`config.mk`:
```
export PLATFORM = sky130hd
export DESIGN_NAME = interrupt_arbitration_nesting
export DESIGN_NICKNAME = d
export VERILOG_FILES = /design/src/common/int_arb_pkg.sv /design/src/rtl/interrupt_arbitration_nesting.sv
export SDC_FILE = /design/constraint.sdc
export NUM_CORES = 1
export LEC_CHECK = 0
export BUFFER_PORTS_ARGS = -buffer_cell sky130_fd_sc_hd__buf_2
export CORE_UTILIZATION = 48
export CTS_CLUSTER_SIZE = 14
export DETAILED_ROUTE_END_ITERATION = 6
export GPL_TIMING_DRIVEN = 0
export PLACE_DENSITY = 0.79
export SETUP_SLACK_MARGIN = 0.4
export SLEW_MARGIN = 20
export SYNTH_ARGS = -nofsm -noshare
export SYNTH_HDL_FRONTEND = slang
export SYNTH_SLANG_ARGS = --single-unit
```
`constraint.sdc`:
```
create_clock -name REF_CLK -period 33.6 [get_ports REF_CLK]
set_clock_uncertainty 0.1 [all_clocks]
set_input_delay 3.36 -clock REF_CLK [delete_from_list [all_inputs] [get_ports REF_CLK]]
set_output_delay 3.36 -clock REF_CLK [all_outputs]
set_load 0.02 [all_outputs]
```
`src/common/int_arb_pkg.sv`:
```
// Package with constants and types for the interrupt arbitration block.
package int_arb_pkg;
  localparam int NUM_CH = 16;
  localparam int CH_W   = 4;
  localparam int PRL_W  = 3;
  localparam int VEC_W  = 8;
  localparam int PC_W   = 16;
  localparam int SEG_W  = 8;
  localparam int FLAG_W = 8;
  localparam int NEST_W = 8;

  // Register offsets on the plain register port.
  localparam logic [3:0] ADDR_CTRL   = 4'h0;
  localparam logic [3:0] ADDR_CPL    = 4'h1;
  localparam logic [3:0] ADDR_NEST   = 4'h2;
  localparam logic [3:0] ADDR_CSEG   = 4'h3;
  localparam logic [3:0] ADDR_ISEG   = 4'h4;
  localparam logic [3:0] ADDR_STATUS = 4'h5;

  // Control register field positions.
  localparam int CTRL_MODE_BIT = 0;
  localparam int CTRL_IEN_BIT  = 1;
  localparam int CTRL_SSE_BIT  = 2;

  // Reset values.
  localparam logic [PRL_W-1:0]  CPL_RESET  = 3'h7;
  localparam logic [NEST_W-1:0] NEST_RESET = 8'h00;
  localparam logic [SEG_W-1:0]  SEG_RESET  = 8'h00;
  localparam logic [PC_W-1:0]   PC_RESET   = 16'h0000;

  localparam logic [PC_W-1:0] ONE_PC = 16'h0001;

  typedef enum logic [3:0] {
    ST_IDLE   = 4'h0,
    ST_PCL    = 4'h1,
    ST_PCH    = 4'h3,
    ST_CSEG   = 4'h2,
    ST_FLAG   = 4'h6,
    ST_VLO    = 4'h7,
    ST_VHI    = 4'h5,
    ST_RFLAG  = 4'h4,
    ST_RCSEG  = 4'hC,
    ST_RPCH   = 4'hD,
    ST_RPCL   = 4'hF
  } seq_state_t;

  typedef struct packed {
    logic [NUM_CH-1:0]            pend;
    logic [NUM_CH*PRL_W-1:0]      channel_priority_level;
    logic [NUM_CH*VEC_W-1:0]      vec;
  } chan_req_t;

  typedef struct packed {
    logic             push;
    logic             pop;
    logic             rd;
    logic [PC_W-1:0]  addr;
    logic [7:0]       wdata;
  } mem_req_t;

  typedef struct packed {
    logic             ack;
    logic [CH_W-1:0]  chan;
    logic [PRL_W-1:0] channel_priority_level;
    logic [VEC_W-1:0] vec;
  } ack_t;
endpackage : int_arb_pkg

```
`src/rtl/interrupt_arbitration_nesting.sv`:
```
// Interrupt arbitration with concurrent and nested modes and entry sequencing.
`timescale 1ns/1ps
//
// Operation
// RULE1: Mode bit clear selects concurrent, the reset value; set selects nested.
// RULE2: Concurrent mode arbitrates each instruction and never changes priority.
// RULE3: Acknowledge first clears the global enable bit.
// RULE4: Entry pushes PC low, PC high, code segment if saving, then flags.
// RULE5: PC is loaded with a 16-bit vector picked by the vector register.
// RULE6: Saving copies int segment to code segment; else fetch uses int segment.
// RULE7: Return pops flags, code segment if saving, PC high, then PC low.
// RULE8: Return sets the global enable bit.
// RULE9: Concurrent return without saving fetches from the code segment again.
// RULE10: Nested return keeps int segment while returning into a nested routine.
// RULE11: Pending requests wait until enable is set by ei or return.
// RULE12: Concurrent mode keeps no routine priority; any raised request is taken. The code never takes a level 7 request.
// RULE13: Software should use ei only in nested mode.
// RULE14: Concurrent nesting needs segment saving or equal segments.
// RULE15: Nested acknowledge sets the stack bit indexed by current priority.
// RULE16: Nested acknowledge loads current priority with the request priority.
// RULE17: Nested entry: clear enable, save level, load level, push, vector.
// RULE18: Nested return restores current priority from the priority stack.
// RULE19: The stack pop takes the lowest set bit and clears it.
// RULE20: Acknowledge carries the channel priority and vector the same cycle.
// RULE21: A request wins only with priority strictly below the current level.
// RULE22: Current priority resets to 7.
// RULE23: Equal priorities resolve to the lowest channel index, daisy first.
module interrupt_arbitration_nesting (
  // Clock and reset
  input  wire logic                       REF_CLK,
  input  wire logic                       RST_N,
  // Register port
  input  wire logic [3:0]                 REG_ADDR,
  input  wire logic [7:0]                 REG_WDATA,
  input  wire logic                       REG_WR,
  input  wire logic                       REG_RD,
  output logic [7:0]                      REG_RDATA,
  // Interrupt channels
  input  wire int_arb_pkg::chan_req_t     CHAN_REQ,
  output int_arb_pkg::ack_t               CHAN_ACK,
  // Sequencer control
  input  wire logic                       INSTR_BOUNDARY,
  input  wire logic                       EI_INSTR,
  input  wire logic                       DI_INSTR,
  input  wire logic                       IRET_INSTR,
  input  wire logic [int_arb_pkg::PC_W-1:0]   PC_IN,
  input  wire logic [int_arb_pkg::FLAG_W-1:0] FLAGS_IN,
  // Stack and vector memory
  output int_arb_pkg::mem_req_t           MEM_REQ,
  input  wire logic [7:0]                 MEM_RDATA,
  input  wire logic                       MEM_DONE,
  // Results toward the core
  output logic                            PC_LOAD,
  output logic [int_arb_pkg::PC_W-1:0]    PC_OUT,
  output logic                            FLAGS_LOAD,
  output logic [int_arb_pkg::FLAG_W-1:0]  FLAGS_OUT,
  output logic [int_arb_pkg::SEG_W-1:0]   FETCH_SEG,
  output logic                            BUSY
);
  import int_arb_pkg::*;

  logic             mode_ff, nxt_mode;
  logic             ien_ff, nxt_ien;
  logic             sse_ff, nxt_sse;
  logic [PRL_W-1:0] cpl_ff, nxt_cpl;
  logic [NEST_W-1:0] nest_ff, nxt_nest;
  logic [SEG_W-1:0] cseg_ff, nxt_cseg;
  logic [SEG_W-1:0] iseg_ff, nxt_iseg;
  logic             use_iseg_ff, nxt_use_iseg;
  seq_state_t       st_ff, nxt_st;
  logic [PC_W-1:0]  pc_ff, nxt_pc;
  logic [PC_W-1:0]  pcret_ff, nxt_pcret;
  logic [VEC_W-1:0] vec_ff, nxt_vec;
  logic [FLAG_W-1:0] flag_ff, nxt_flag;
  logic [7:0]       rdata_ff, nxt_rdata;
  logic             pcld_ff, nxt_pcld;
  logic             flld_ff, nxt_flld;

  // Arbiter: lowest index wins among equals, so scan from the top down.
  logic             win_v;
  logic [CH_W-1:0]  win_ch;
  logic [PRL_W-1:0] win_prl;
  logic [VEC_W-1:0] win_vec;
  logic             take;

  always_comb begin
    win_v   = 1'b0;
    win_ch  = '0;
    win_prl = CPL_RESET;
    win_vec = '0;
    for (int i = NUM_CH - 1; i >= 0; i--) begin
      if (CHAN_REQ.pend[i] &&
          (!win_v || CHAN_REQ.channel_priority_level[i*PRL_W +: PRL_W] <= win_prl)) begin // see RULE23
        win_v   = 1'b1;
        win_ch  = CH_W'(i);
        win_prl = CHAN_REQ.channel_priority_level[i*PRL_W +: PRL_W];
        win_vec = CHAN_REQ.vec[i*VEC_W +: VEC_W];
      end
    end
  end

  // Acknowledge waits for an idle sequencer, so one entry runs at a time.
  // Requests stay pending outside while enable is clear. // see RULE11
  assign take = win_v && (win_prl < cpl_ff) && ien_ff &&
                INSTR_BOUNDARY && (st_ff == ST_IDLE); // see RULE21

  always_comb begin
    CHAN_ACK.ack  = take;
    CHAN_ACK.chan = win_ch;
    CHAN_ACK.channel_priority_level  = win_prl; // see RULE20
    CHAN_ACK.vec  = win_vec; // see RULE20
  end

  // Each nested save records a lower level, so the lowest set bit is newest.
  // Lowest set bit of the priority stack.
  logic [PRL_W-1:0] nest_low;
  logic             nest_any;
  always_comb begin
    nest_low = CPL_RESET;
    nest_any = 1'b0;
    for (int j = NEST_W - 1; j >= 0; j--) begin
      if (nest_ff[j]) begin
        nest_low = PRL_W'(j); // see RULE19
        nest_any = 1'b1;
      end
    end
  end

  // Register and sequencer next state.
  always_comb begin
    logic [NEST_W-1:0] popped;
    popped       = nest_ff;
    nxt_mode     = mode_ff;
    nxt_ien      = ien_ff;
    nxt_sse      = sse_ff;
    nxt_cpl      = cpl_ff;
    nxt_nest     = nest_ff;
    nxt_cseg     = cseg_ff;
    nxt_iseg     = iseg_ff;
    nxt_use_iseg = use_iseg_ff;
    nxt_st       = st_ff;
    nxt_pc       = pc_ff;
    nxt_pcret    = pcret_ff;
    nxt_vec      = vec_ff;
    nxt_flag     = flag_ff;
    nxt_pcld     = 1'b0;
    nxt_flld     = 1'b0;
    nxt_rdata    = 8'h00;
    MEM_REQ      = '0;

    // Read data are registered and stand only in the cycle after the strobe.
    if (REG_RD) begin
      case (REG_ADDR)
        ADDR_CTRL:   nxt_rdata = {5'h00, sse_ff, ien_ff, mode_ff};
        ADDR_CPL:    nxt_rdata = {5'h00, cpl_ff};
        ADDR_NEST:   nxt_rdata = nest_ff;
        ADDR_CSEG:   nxt_rdata = cseg_ff;
        ADDR_ISEG:   nxt_rdata = iseg_ff;
        ADDR_STATUS: nxt_rdata = {4'h0, st_ff};
        default:     nxt_rdata = 8'h00;
      endcase
    end
    if (REG_WR) begin
      case (REG_ADDR)
        ADDR_CTRL: begin
          nxt_mode = REG_WDATA[CTRL_MODE_BIT]; // see RULE1
          nxt_ien  = REG_WDATA[CTRL_IEN_BIT];
          nxt_sse  = REG_WDATA[CTRL_SSE_BIT];
        end
        ADDR_CPL:  nxt_cpl  = REG_WDATA[PRL_W-1:0];
        ADDR_NEST: nxt_nest = REG_WDATA;
        ADDR_CSEG: nxt_cseg = REG_WDATA;
        ADDR_ISEG: nxt_iseg = REG_WDATA;
        default: ;
      endcase
    end
    if (EI_INSTR) begin
      nxt_ien = 1'b1; // see RULE11
    end
    if (DI_INSTR) begin
      nxt_ien = 1'b0;
    end

    case (st_ff)
      ST_IDLE: begin
        if (take) begin
          nxt_ien   = 1'b0; // see RULE3
          nxt_pcret = PC_IN;
          nxt_flag  = FLAGS_IN;
          nxt_vec   = win_vec;
          nxt_st    = ST_PCL;
          if (mode_ff) begin
            nxt_nest[cpl_ff] = 1'b1; // see RULE15
            nxt_cpl = win_prl; // see RULE16
          end
          // Concurrent mode keeps no level record. // see RULE2 RULE12
        end else if (IRET_INSTR) begin
          nxt_st = ST_RFLAG;
        end
      end

      ST_PCL: begin // see RULE17
        MEM_REQ.push  = 1'b1;
        MEM_REQ.wdata = pcret_ff[7:0]; // see RULE4
        if (MEM_DONE) nxt_st = ST_PCH;
      end

      ST_PCH: begin
        MEM_REQ.push  = 1'b1;
        MEM_REQ.wdata = pcret_ff[15:8]; // see RULE4
        if (MEM_DONE) nxt_st = sse_ff ? ST_CSEG : ST_FLAG;
      end

      ST_CSEG: begin
        MEM_REQ.push  = 1'b1;
        MEM_REQ.wdata = cseg_ff; // see RULE4
        if (MEM_DONE) nxt_st = ST_FLAG;
      end

      ST_FLAG: begin
        MEM_REQ.push  = 1'b1;
        MEM_REQ.wdata = flag_ff; // see RULE4
        if (MEM_DONE) nxt_st = ST_VLO;
      end

      // The first vector byte read becomes the high half of the new PC.
      ST_VLO: begin
        MEM_REQ.rd   = 1'b1;
        MEM_REQ.addr = {iseg_ff, vec_ff}; // see RULE5
        if (MEM_DONE) begin
          nxt_pc[15:8] = MEM_RDATA;
          nxt_st = ST_VHI;
        end
      end

      ST_VHI: begin
        MEM_REQ.rd   = 1'b1;
        MEM_REQ.addr = {iseg_ff, vec_ff} + ONE_PC;
        if (MEM_DONE) begin
          nxt_pc[7:0] = MEM_RDATA; // see RULE5
          nxt_pcld = 1'b1;
          nxt_st   = ST_IDLE;
          if (sse_ff) nxt_cseg = iseg_ff; // see RULE6
          else nxt_use_iseg = 1'b1; // see RULE6
        end
      end

      ST_RFLAG: begin
        MEM_REQ.pop = 1'b1; // see RULE7
        if (MEM_DONE) begin
          nxt_flag = MEM_RDATA;
          nxt_flld = 1'b1;
          nxt_st   = sse_ff ? ST_RCSEG : ST_RPCH;
        end
      end

      ST_RCSEG: begin
        MEM_REQ.pop = 1'b1;
        if (MEM_DONE) begin
          nxt_cseg = MEM_RDATA; // see RULE7
          nxt_st   = ST_RPCH;
        end
      end

      ST_RPCH: begin
        MEM_REQ.pop = 1'b1;
        if (MEM_DONE) begin
          nxt_pc[15:8] = MEM_RDATA; // see RULE7
          nxt_st = ST_RPCL;
        end
      end

      ST_RPCL: begin
        MEM_REQ.pop = 1'b1;
        if (MEM_DONE) begin
          nxt_pc[7:0] = MEM_RDATA; // see RULE7
          nxt_pcld = 1'b1;
          nxt_ien  = 1'b1; // see RULE8
          nxt_st   = ST_IDLE;
          if (mode_ff) begin
            popped[nest_low] = 1'b0;
            nxt_nest = popped; // see RULE19
            nxt_cpl  = nest_low; // see RULE18
            // Stay on the int segment while another routine is below. // see RULE10
            if (!sse_ff) nxt_use_iseg = (popped != NEST_RESET);
          end else if (!sse_ff) begin
            nxt_use_iseg = 1'b0; // see RULE9
          end
        end
      end

      default: nxt_st = ST_IDLE;
    endcase
  end

  // All state shares one asynchronous reset, and it loads constants only.
  always_ff @(posedge REF_CLK or negedge RST_N) begin
    if (!RST_N) begin
      mode_ff     <= 1'b0; // see RULE1
      ien_ff      <= 1'b0;
      sse_ff      <= 1'b0;
      cpl_ff      <= CPL_RESET; // see RULE22
      nest_ff     <= NEST_RESET;
      cseg_ff     <= SEG_RESET;
      iseg_ff     <= SEG_RESET;
      use_iseg_ff <= 1'b0;
      st_ff       <= ST_IDLE;
      pc_ff       <= PC_RESET;
      pcret_ff    <= PC_RESET;
      vec_ff      <= '0;
      flag_ff     <= '0;
      rdata_ff    <= 8'h00;
      pcld_ff     <= 1'b0;
      flld_ff     <= 1'b0;
    end else begin
      mode_ff     <= nxt_mode;
      ien_ff      <= nxt_ien;
      sse_ff      <= nxt_sse;
      cpl_ff      <= nxt_cpl;
      nest_ff     <= nxt_nest;
      cseg_ff     <= nxt_cseg;
      iseg_ff     <= nxt_iseg;
      use_iseg_ff <= nxt_use_iseg;
      st_ff       <= nxt_st;
      pc_ff       <= nxt_pc;
      pcret_ff    <= nxt_pcret;
      vec_ff      <= nxt_vec;
      flag_ff     <= nxt_flag;
      rdata_ff    <= nxt_rdata;
      pcld_ff     <= nxt_pcld;
      flld_ff     <= nxt_flld;
    end
  end

  // Without segment saving a routine fetches from the interrupt segment.
  assign REG_RDATA  = rdata_ff;
  assign PC_LOAD    = pcld_ff;
  assign PC_OUT     = pc_ff;
  assign FLAGS_LOAD = flld_ff;
  assign FLAGS_OUT  = flag_ff;
  assign FETCH_SEG  = (use_iseg_ff && nest_any | use_iseg_ff) ? iseg_ff
                                                              : cseg_ff;
  assign BUSY       = (st_ff != ST_IDLE);
endmodule : interrupt_arbitration_nesting

```
==> results.md, run 1 <==
- Run status: complete, but fails checks
- Failing checks: design-rule violations
- Worst setup margin: 1.97 ns
- Number of I/O pins: 331
- Sort of element at the start of the critical path: input pin
- Global-route usage over all layers: 37.0%
- WS Path Type: in -> out
- Tightest Pin Transition: approximately 0.96 ns
- Via count of the first global-routing pass: between 9000 and 10000
- Clock transition at the register clock pins on the worst setup and hold paths after CTS: 0.07 ns
- Via-per-instance ratio: roughly 6.1
- Async set-or-reset flop fraction in the synthesized netlist: 100%
- Pwr/cell area: between 100 and 150 mW/mm²
- Met3 WL: between 2 and 3 mm
- Share of the clock period used by the worst path: 94.1%
- Sequential area share after synthesis: between 20% and 30%
- Effective utilization at floorplan: 49.6%
- Hold EP: pcret_ff[0]
- Stage delay of the slowest cell on the critical path: 0.39 ns
- Count of endpoints failing hold in the final timing report: 0
- Overall overflow remaining after global route: 0
- CTS H-tree lvls: 3
- Worst hold-check path type: reg -> reg
- Syn_area_per_cell: between 7 and 8 µm²
- Beginning of the worst register-to-register path: st_ff[2]
- Wire length of the first global-routing pass: 52.7 mm
- Highest-count cells in the layout ignoring fill and taps: 332 x sky130_fd_sc_hd__buf_2, 177 x sky130_fd_sc_hd__nand2_1, 96 x sky130_fd_sc_hd__nor2_1
- Average detailed-routed wire length per instance: 20.6 µm
- Leading post-synthesis cells by cell area: sky130_fd_sc_hd__dfrtp_1 26%, sky130_fd_sc_hd__nand2_1 7.7%, sky130_fd_sc_hd__ha_1 6.9%
- Instance count along the most critical hold path: 2
- Number of CTS-inserted buffers: 9
- Most prevalent standard cell on the critical path: sky130_fd_sc_hd__ha_1
- Leading area contributor after synthesis: sky130_fd_sc_hd__dfrtp_1
- Data arrival time of the critical path: 28.17 ns
- Setup repair after global routing missed its margin: no
- Endpoint of the worst register-to-register path: st_ff[3]
- Count of flip-flops with a built-in enable after synthesis: 0
- Final number of max-transition violations: 0
- Count of fill cells added during filler insertion: 1637
- Number of port buffers: approximately 320
- CTS tree: yes
- Placed instance count: around 1700
- Area delta synth->final: 27.7%
- Count of synthesis-stage warnings from yosys: 0
- Number of standard cells after synthesis: 1115
- Final #Nets: ~1700
- Final Routed Wirelength: 34.8 mm
- Hold buffers post-CTS: 0
- Number of design rule violations left after detail routing: 2
- FF+latch count, synth: 93
- Most common cell after layout, fill and taps aside: sky130_fd_sc_hd__buf_2
- Leakage Power: 5.36 nW
- Chip height: roughly 140 µm
- Met1 layer wirelength in the final routing: about 14 mm
- WP data required: 30.14 ns
- Worst skew pair latency: approximately 0.35 ns
- Setup-violating endpoint count in the final report: 0
- Die span in x: approximately 140 µm
- Slowest cell on the critical path: sky130_fd_sc_hd__mux2_2
- Mapped Nets: around 1400
- Maximum number of pins on one net before global-route repair: between 40 and 50
- Fraction of the core area covered by cells at the end of the flow: about 63%
- Num Clock Sinks: 93
- Final Non-Filler Cells: roughly 1700
- Highest Signal Layer: met4
- Synth top area share: 26.0%
- Kind of capture point of the worst setup path: output pin
- Maximum buffer depth of the clock tree: 2
- Root Buffer Master: sky130_fd_sc_hd__clkbuf_16
- Core footprint: 0.0175 mm²
- Distinct cell type count after synthesis: 86
- Setup TNS Final: 0 ns
- Antenna Nets Post-Route: 0
- DR vias: a little over 10000
- Die area: between 0.015 and 0.02 mm²
- Hold Path Origin: pcret_ff[0]
- Number of optimization iterations in the first detailed-route pass: 7
- Reported max-cap violation count: 0
- Maximum clock frequency: 0.0316 GHz
- Cells on worst reg2reg path: 8
- CP max FO: 10
- DPL Wire Length: ~29 mm
- Sum of met2 wire segment lengths after detailed routing: 16.7 mm
- Count of routing violations after the opening detailed-route iteration: 840
- GP Congestion: around 1.1
- Register-to-Register Setup Slack: a little over 30 ns
- Commonest register cell after synthesis: sky130_fd_sc_hd__dfrtp_1
- Antenna violations before repair: 2
- Minimum clock period after layout: 31.63 ns
- Ratio of cells with drive above 1 in the final layout: between 30% and 40%
- Post-Synthesis Cell Area: just under 0.009 mm²
- Relative max-transition margin: 34.0%
- Peak ir drop on the vdd network: between 0.00006 and 0.00007 V
- Post-placement worst setup slack: -1.86 ns
- Row Count: between 40 and 50
==> where the power goes <==
part / leakage (nW) / total, mW / switching (mW) / internal (mW)
Combinational: 4.04 / 0.927 / 0.598 / 0.329
Sequential: 1.17 / 0.193 / 0.0407 / 0.152
Clock: 0.148 / 0.104 / 0.0511 / 0.0528
Total: 5.36 / 1.22 / 0.690 / 0.534
==> synth_stat cells (21+ instances only) <==
cell type	count
sky130_fd_sc_hd__nor2_1	96
sky130_fd_sc_hd__nand2_1	178
sky130_fd_sc_hd__dfrtp_1	90
sky130_fd_sc_hd__a22oi_1	27
sky130_fd_sc_hd__o21a_1	21
sky130_fd_sc_hd__nand3_1	54
sky130_fd_sc_hd__inv_1	50
sky130_fd_sc_hd__mux2_2	45
sky130_fd_sc_hd__a21oi_1	65
sky130_fd_sc_hd__o21ai_0	65
sky130_fd_sc_hd__clkbuf_1	39
sky130_fd_sc_hd__ha_1	48
sky130_fd_sc_hd__mux2i_1	25
==> cell families after synthesis <==
logic type	after synthesis	synth area share, %
simple gates	434	23.0
compound gates	347	28.0
buf+inv	111	5.20
flops	93	26.9
mux	70	8.74
fa+ha+maj	49	7.05
xor+xnor	11	1.11
==> worst max path at each step <==
stage,start,endpoint,slack (ns)
finish,CHAN_REQ[191],CHAN_ACK[15],1.97
global route,CHAN_REQ[191],CHAN_ACK[15],0.29
CTS,CHAN_REQ[191],CHAN_ACK[15],0.46
detailed placement,CHAN_REQ[191],CHAN_ACK[15],-1.86
global placement,CHAN_REQ[191],CHAN_ACK[15],-1.55
floorplan,CHAN_REQ[191],CHAN_ACK[15],3.95
==> final cells by class <==
class,instances,area [µm²],area share (%)
Clock inverter,7,78.8,0.712
Buffer,59,274,2.48
Sequential cell,93,2330,21.1
Inverter,52,195,1.76
Antenna cell,2,5.00,0.0452
Multi-Input combinational cell,911,5990,54.1
Tap cell,225,282,2.54
Timing Repair Buffer,330,1690,15.3
Clock buffer,9,225,2.03
==> state kept, by name (all words and copies together) (netlist names), 3 cells and up <==
name       cells
FLAGS_OUT      8
PC_OUT        16
REG_RDATA      8
cpl_ff         3
cseg_ff        8
iseg_ff        8
nest_ff        8
pcret_ff      16
st_ff          4
vec_ff         8
==> critical path, delay by kind of cell <==
kind | cells | cell delay [ns]
fa+ha+maj | 16 | 4.42
buf+inv | 20 | 4.37
compound gates | 50 | 10.67
mux | 3 | 1.01
simple gates | 29 | 4.28
==> what timing repair did <==
action,4_1_cts,5_1_grt
buffers inserted,0,5
endpoints found under the setup margin,15,14
hold endpoints to repair,0,0
resized for setup,15,26
pin swaps,0,3
==> metal layers <==
metal / vias up / global-route usage [%]
met5: - / 0
met3: 96 / 6.41
met1: 4861 / 44.2
met4: 0 / 19.1
met2: 580 / 63.5
li1: 4837 / -
==> metrics by stage <==
step	power, mW	hold slack (ns)	area [µm²]
finish	1.22	0.378	11100
global route	1.31	0.387	11100
CTS	1.19	0.374	11000
detailed placement	1.08	0.361	10600
global placement	1.06	0.344	10600
floorplan	0.786	0.333	8670
Power figures use the tool's default switching activity.
==> run 2, diff against run 1 <==
--- a/constraint.sdc
+++ b/constraint.sdc
@@ -4,2 +4,2 @@
 set_output_delay 3.36 -clock REF_CLK [all_outputs]
-set_load 0.02 [all_outputs]
+set_load 0.01 [all_outputs]
==> run 2 against run 1 <==
Against the previous run: the flow now finishes without violations; sequential cell count did not move; cell count unchanged; first-iteration DRC count unchanged; worst hold slack unchanged; highest routed layer unchanged; critical path type unchanged; sequential share of layout area is the same; largest power group unchanged.
==> results.md, run 2 (synthesized netlist as in run 1, its figures left out) <==
- Endpoint of the worst register-to-register path: st_ff[3]
- Fraction of the core area covered by cells at the end of the flow: between 60% and 70%
- Stage delay of the slowest cell on the critical path: between 0.3 and 0.4 ns
- Core footprint: about 0.017 mm²
- Chip height: 136 µm
- Kind of capture point of the worst setup path: output pin
- Effective utilization at floorplan: roughly half
- Setup repair after global routing missed its margin: no
- Root Buffer Master: sky130_fd_sc_hd__clkbuf_16
- Ratio of cells with drive above 1 in the final layout: a little under a third
- Register-to-Register Setup Slack: 30.41 ns
- Average detailed-routed wire length per instance: ~21 µm
- Final #Nets: approximately 1700
- Peak ir drop on the vdd network: 0.0000566 V
- CTS tree: yes
- Data arrival time of the critical path: 28.14 ns
- Wire length of the first global-routing pass: approximately 53 mm
- Maximum number of pins on one net before global-route repair: 49
- Most prevalent standard cell on the critical path: sky130_fd_sc_hd__ha_1
- Placed instance count: 1665
- Global-route usage over all layers: 37.0%
- Number of port buffers: approximately 320
- Worst hold-check path type: reg -> reg
- CP max FO: 10
- Final Routed Wirelength: about 35 mm
- Setup-violating endpoint count in the final report: 0
- Leakage Power: around 5.4 nW
- Run status: completed
- WP data required: approximately 30 ns
- Count of routing violations after the opening detailed-route iteration: 840
- Die area: approximately 0.019 mm²
- Tightest Pin Transition: between 0.9 and 1 ns
- Sort of element at the start of the critical path: input pin
- Cells on worst reg2reg path: 8
- DPL Wire Length: roughly 29 mm
- Count of endpoints failing hold in the final timing report: 0
- Clock transition at the register clock pins on the worst setup and hold paths after CTS: 0.07 ns
- Worst skew pair latency: between 0.3 and 0.4 ns
- DR vias: 10400
- Most common cell after layout, fill and taps aside: sky130_fd_sc_hd__buf_2
- Pwr/cell area: 105 mW/mm²
- End point of the critical path: CHAN_ACK[15]
- CTS H-tree lvls: 3
- Maximum clock frequency: approximately 0.032 GHz
- Final number of max-transition violations: 0
- Row Count: between 40 and 50
- Relative max-transition margin: approximately a third
- Reported max-cap violation count: 0
- Number of design rule violations left after detail routing: 0
- Antenna Nets Post-Route: 0
- WS Path Type: in -> out
- Minimum clock period after layout: between 30 and 40 ns
- GP Congestion: around 1.1
- Final Non-Filler Cells: 1688
- Via count of the first global-routing pass: 9776
- Maximum buffer depth of the clock tree: 2
- Number of CTS-inserted buffers: 9
- Beginning of the worst register-to-register path: st_ff[2]
- Die span in x: between 100 and 150 µm
- Num Clock Sinks: a little over 90
- Number of optimization iterations in the first detailed-route pass: 7
- Share of the clock period used by the worst path: between 90% and 100%
- Worst setup path startpoint: CHAN_REQ[191]
- Via-per-instance ratio: 6.15
- Slowest cell on the critical path: sky130_fd_sc_hd__mux2_2
- Number of I/O pins: 331
- Overall overflow remaining after global route: 0
- Setup TNS Final: 0 ns
- Area delta synth->final: 27.7%
- Highest-count cells in the layout ignoring fill and taps: 332 x sky130_fd_sc_hd__buf_2, 177 x sky130_fd_sc_hd__nand2_1, 96 x sky130_fd_sc_hd__nor2_1
- Antenna violations before repair: 2
run 2: per-layer routing:
metal	vias up	track usage [%]	wire length (µm)	part of all wire [%]
li1	4837	-	-	-
met1	4867	44.2	13500	39
met2	587	63.5	16700	48
met3	94	6.41	2760	7.9
met4	0	19.1	1770	5.1
met5	-	0	0	0
run 2: metrics by stage:
stage	power [mW]	instance area, µm²	setup WS [ns]	hold slack, ns
after CTS	1.13	11000	0.494	0.374
final	1.17	11100	2.00	0.378
after floorplan	0.730	8670	4.03	0.333
after detailed placement	1.02	10600	-1.83	0.361
after global routing	1.25	11100	0.297	0.387
after global placement	1.00	10600	-1.51	0.344
run 2: area by class of cell:
class / instances / area (µm²)
Fill cell: 1637 / 6410
Multi-Input combinational cell: 911 / 5990
Sequential cell: 93 / 2330
Timing Repair Buffer: 330 / 1690
Tap cell: 225 / 282
Buffer: 59 / 274
Clock buffer: 9 / 225
Inverter: 52 / 195
Clock inverter: 7 / 78.8
Antenna cell: 2 / 5.00
run 2: worst min-delay path by stage:
stage                       from      endpoint  slack [ns]  depth (start not counted)
global route         pcret_ff[0]   pcret_ff[0]        0.39                          2
floorplan           pcret_ff[15]  pcret_ff[15]        0.33                          2
global placement    pcret_ff[15]  pcret_ff[15]        0.34                          2
CTS                  pcret_ff[0]   pcret_ff[0]        0.37                          2
finish               pcret_ff[0]   pcret_ff[0]        0.38                          2
detailed placement   pcret_ff[1]   pcret_ff[1]        0.36                          2
run 2: timing repair:
item | 4_1_cts | 5_1_grt
setup buffers | 0 | 5
hold endpoints to repair | 0 | 0
hold buffers | 0 | 0
gates cloned | 0 | 0
setup endpoints to repair | 15 | 14
gates resized for setup | 15 | 25
pin swaps | 0 | 3
run 2: critical path: cells and delay by family:
family | cells | cell delay (ns)
AND/OR/NAND/NOR | 29 | 4.28
multiplexers | 3 | 1.01
buffers and inverters | 20 | 4.34
AO/OA/AOI/OAI | 50 | 10.67
adder cells (fa/ha/maj) | 16 | 4.42
run 2: power by group:
part / leakage, nW / internal [mW] / total, mW / switching, mW
clock: 0.148 / 0.0528 / 0.104 / 0.0510
combinational: 4.04 / 0.328 / 0.870 / 0.542
sequential: 1.17 / 0.152 / 0.193 / 0.0407
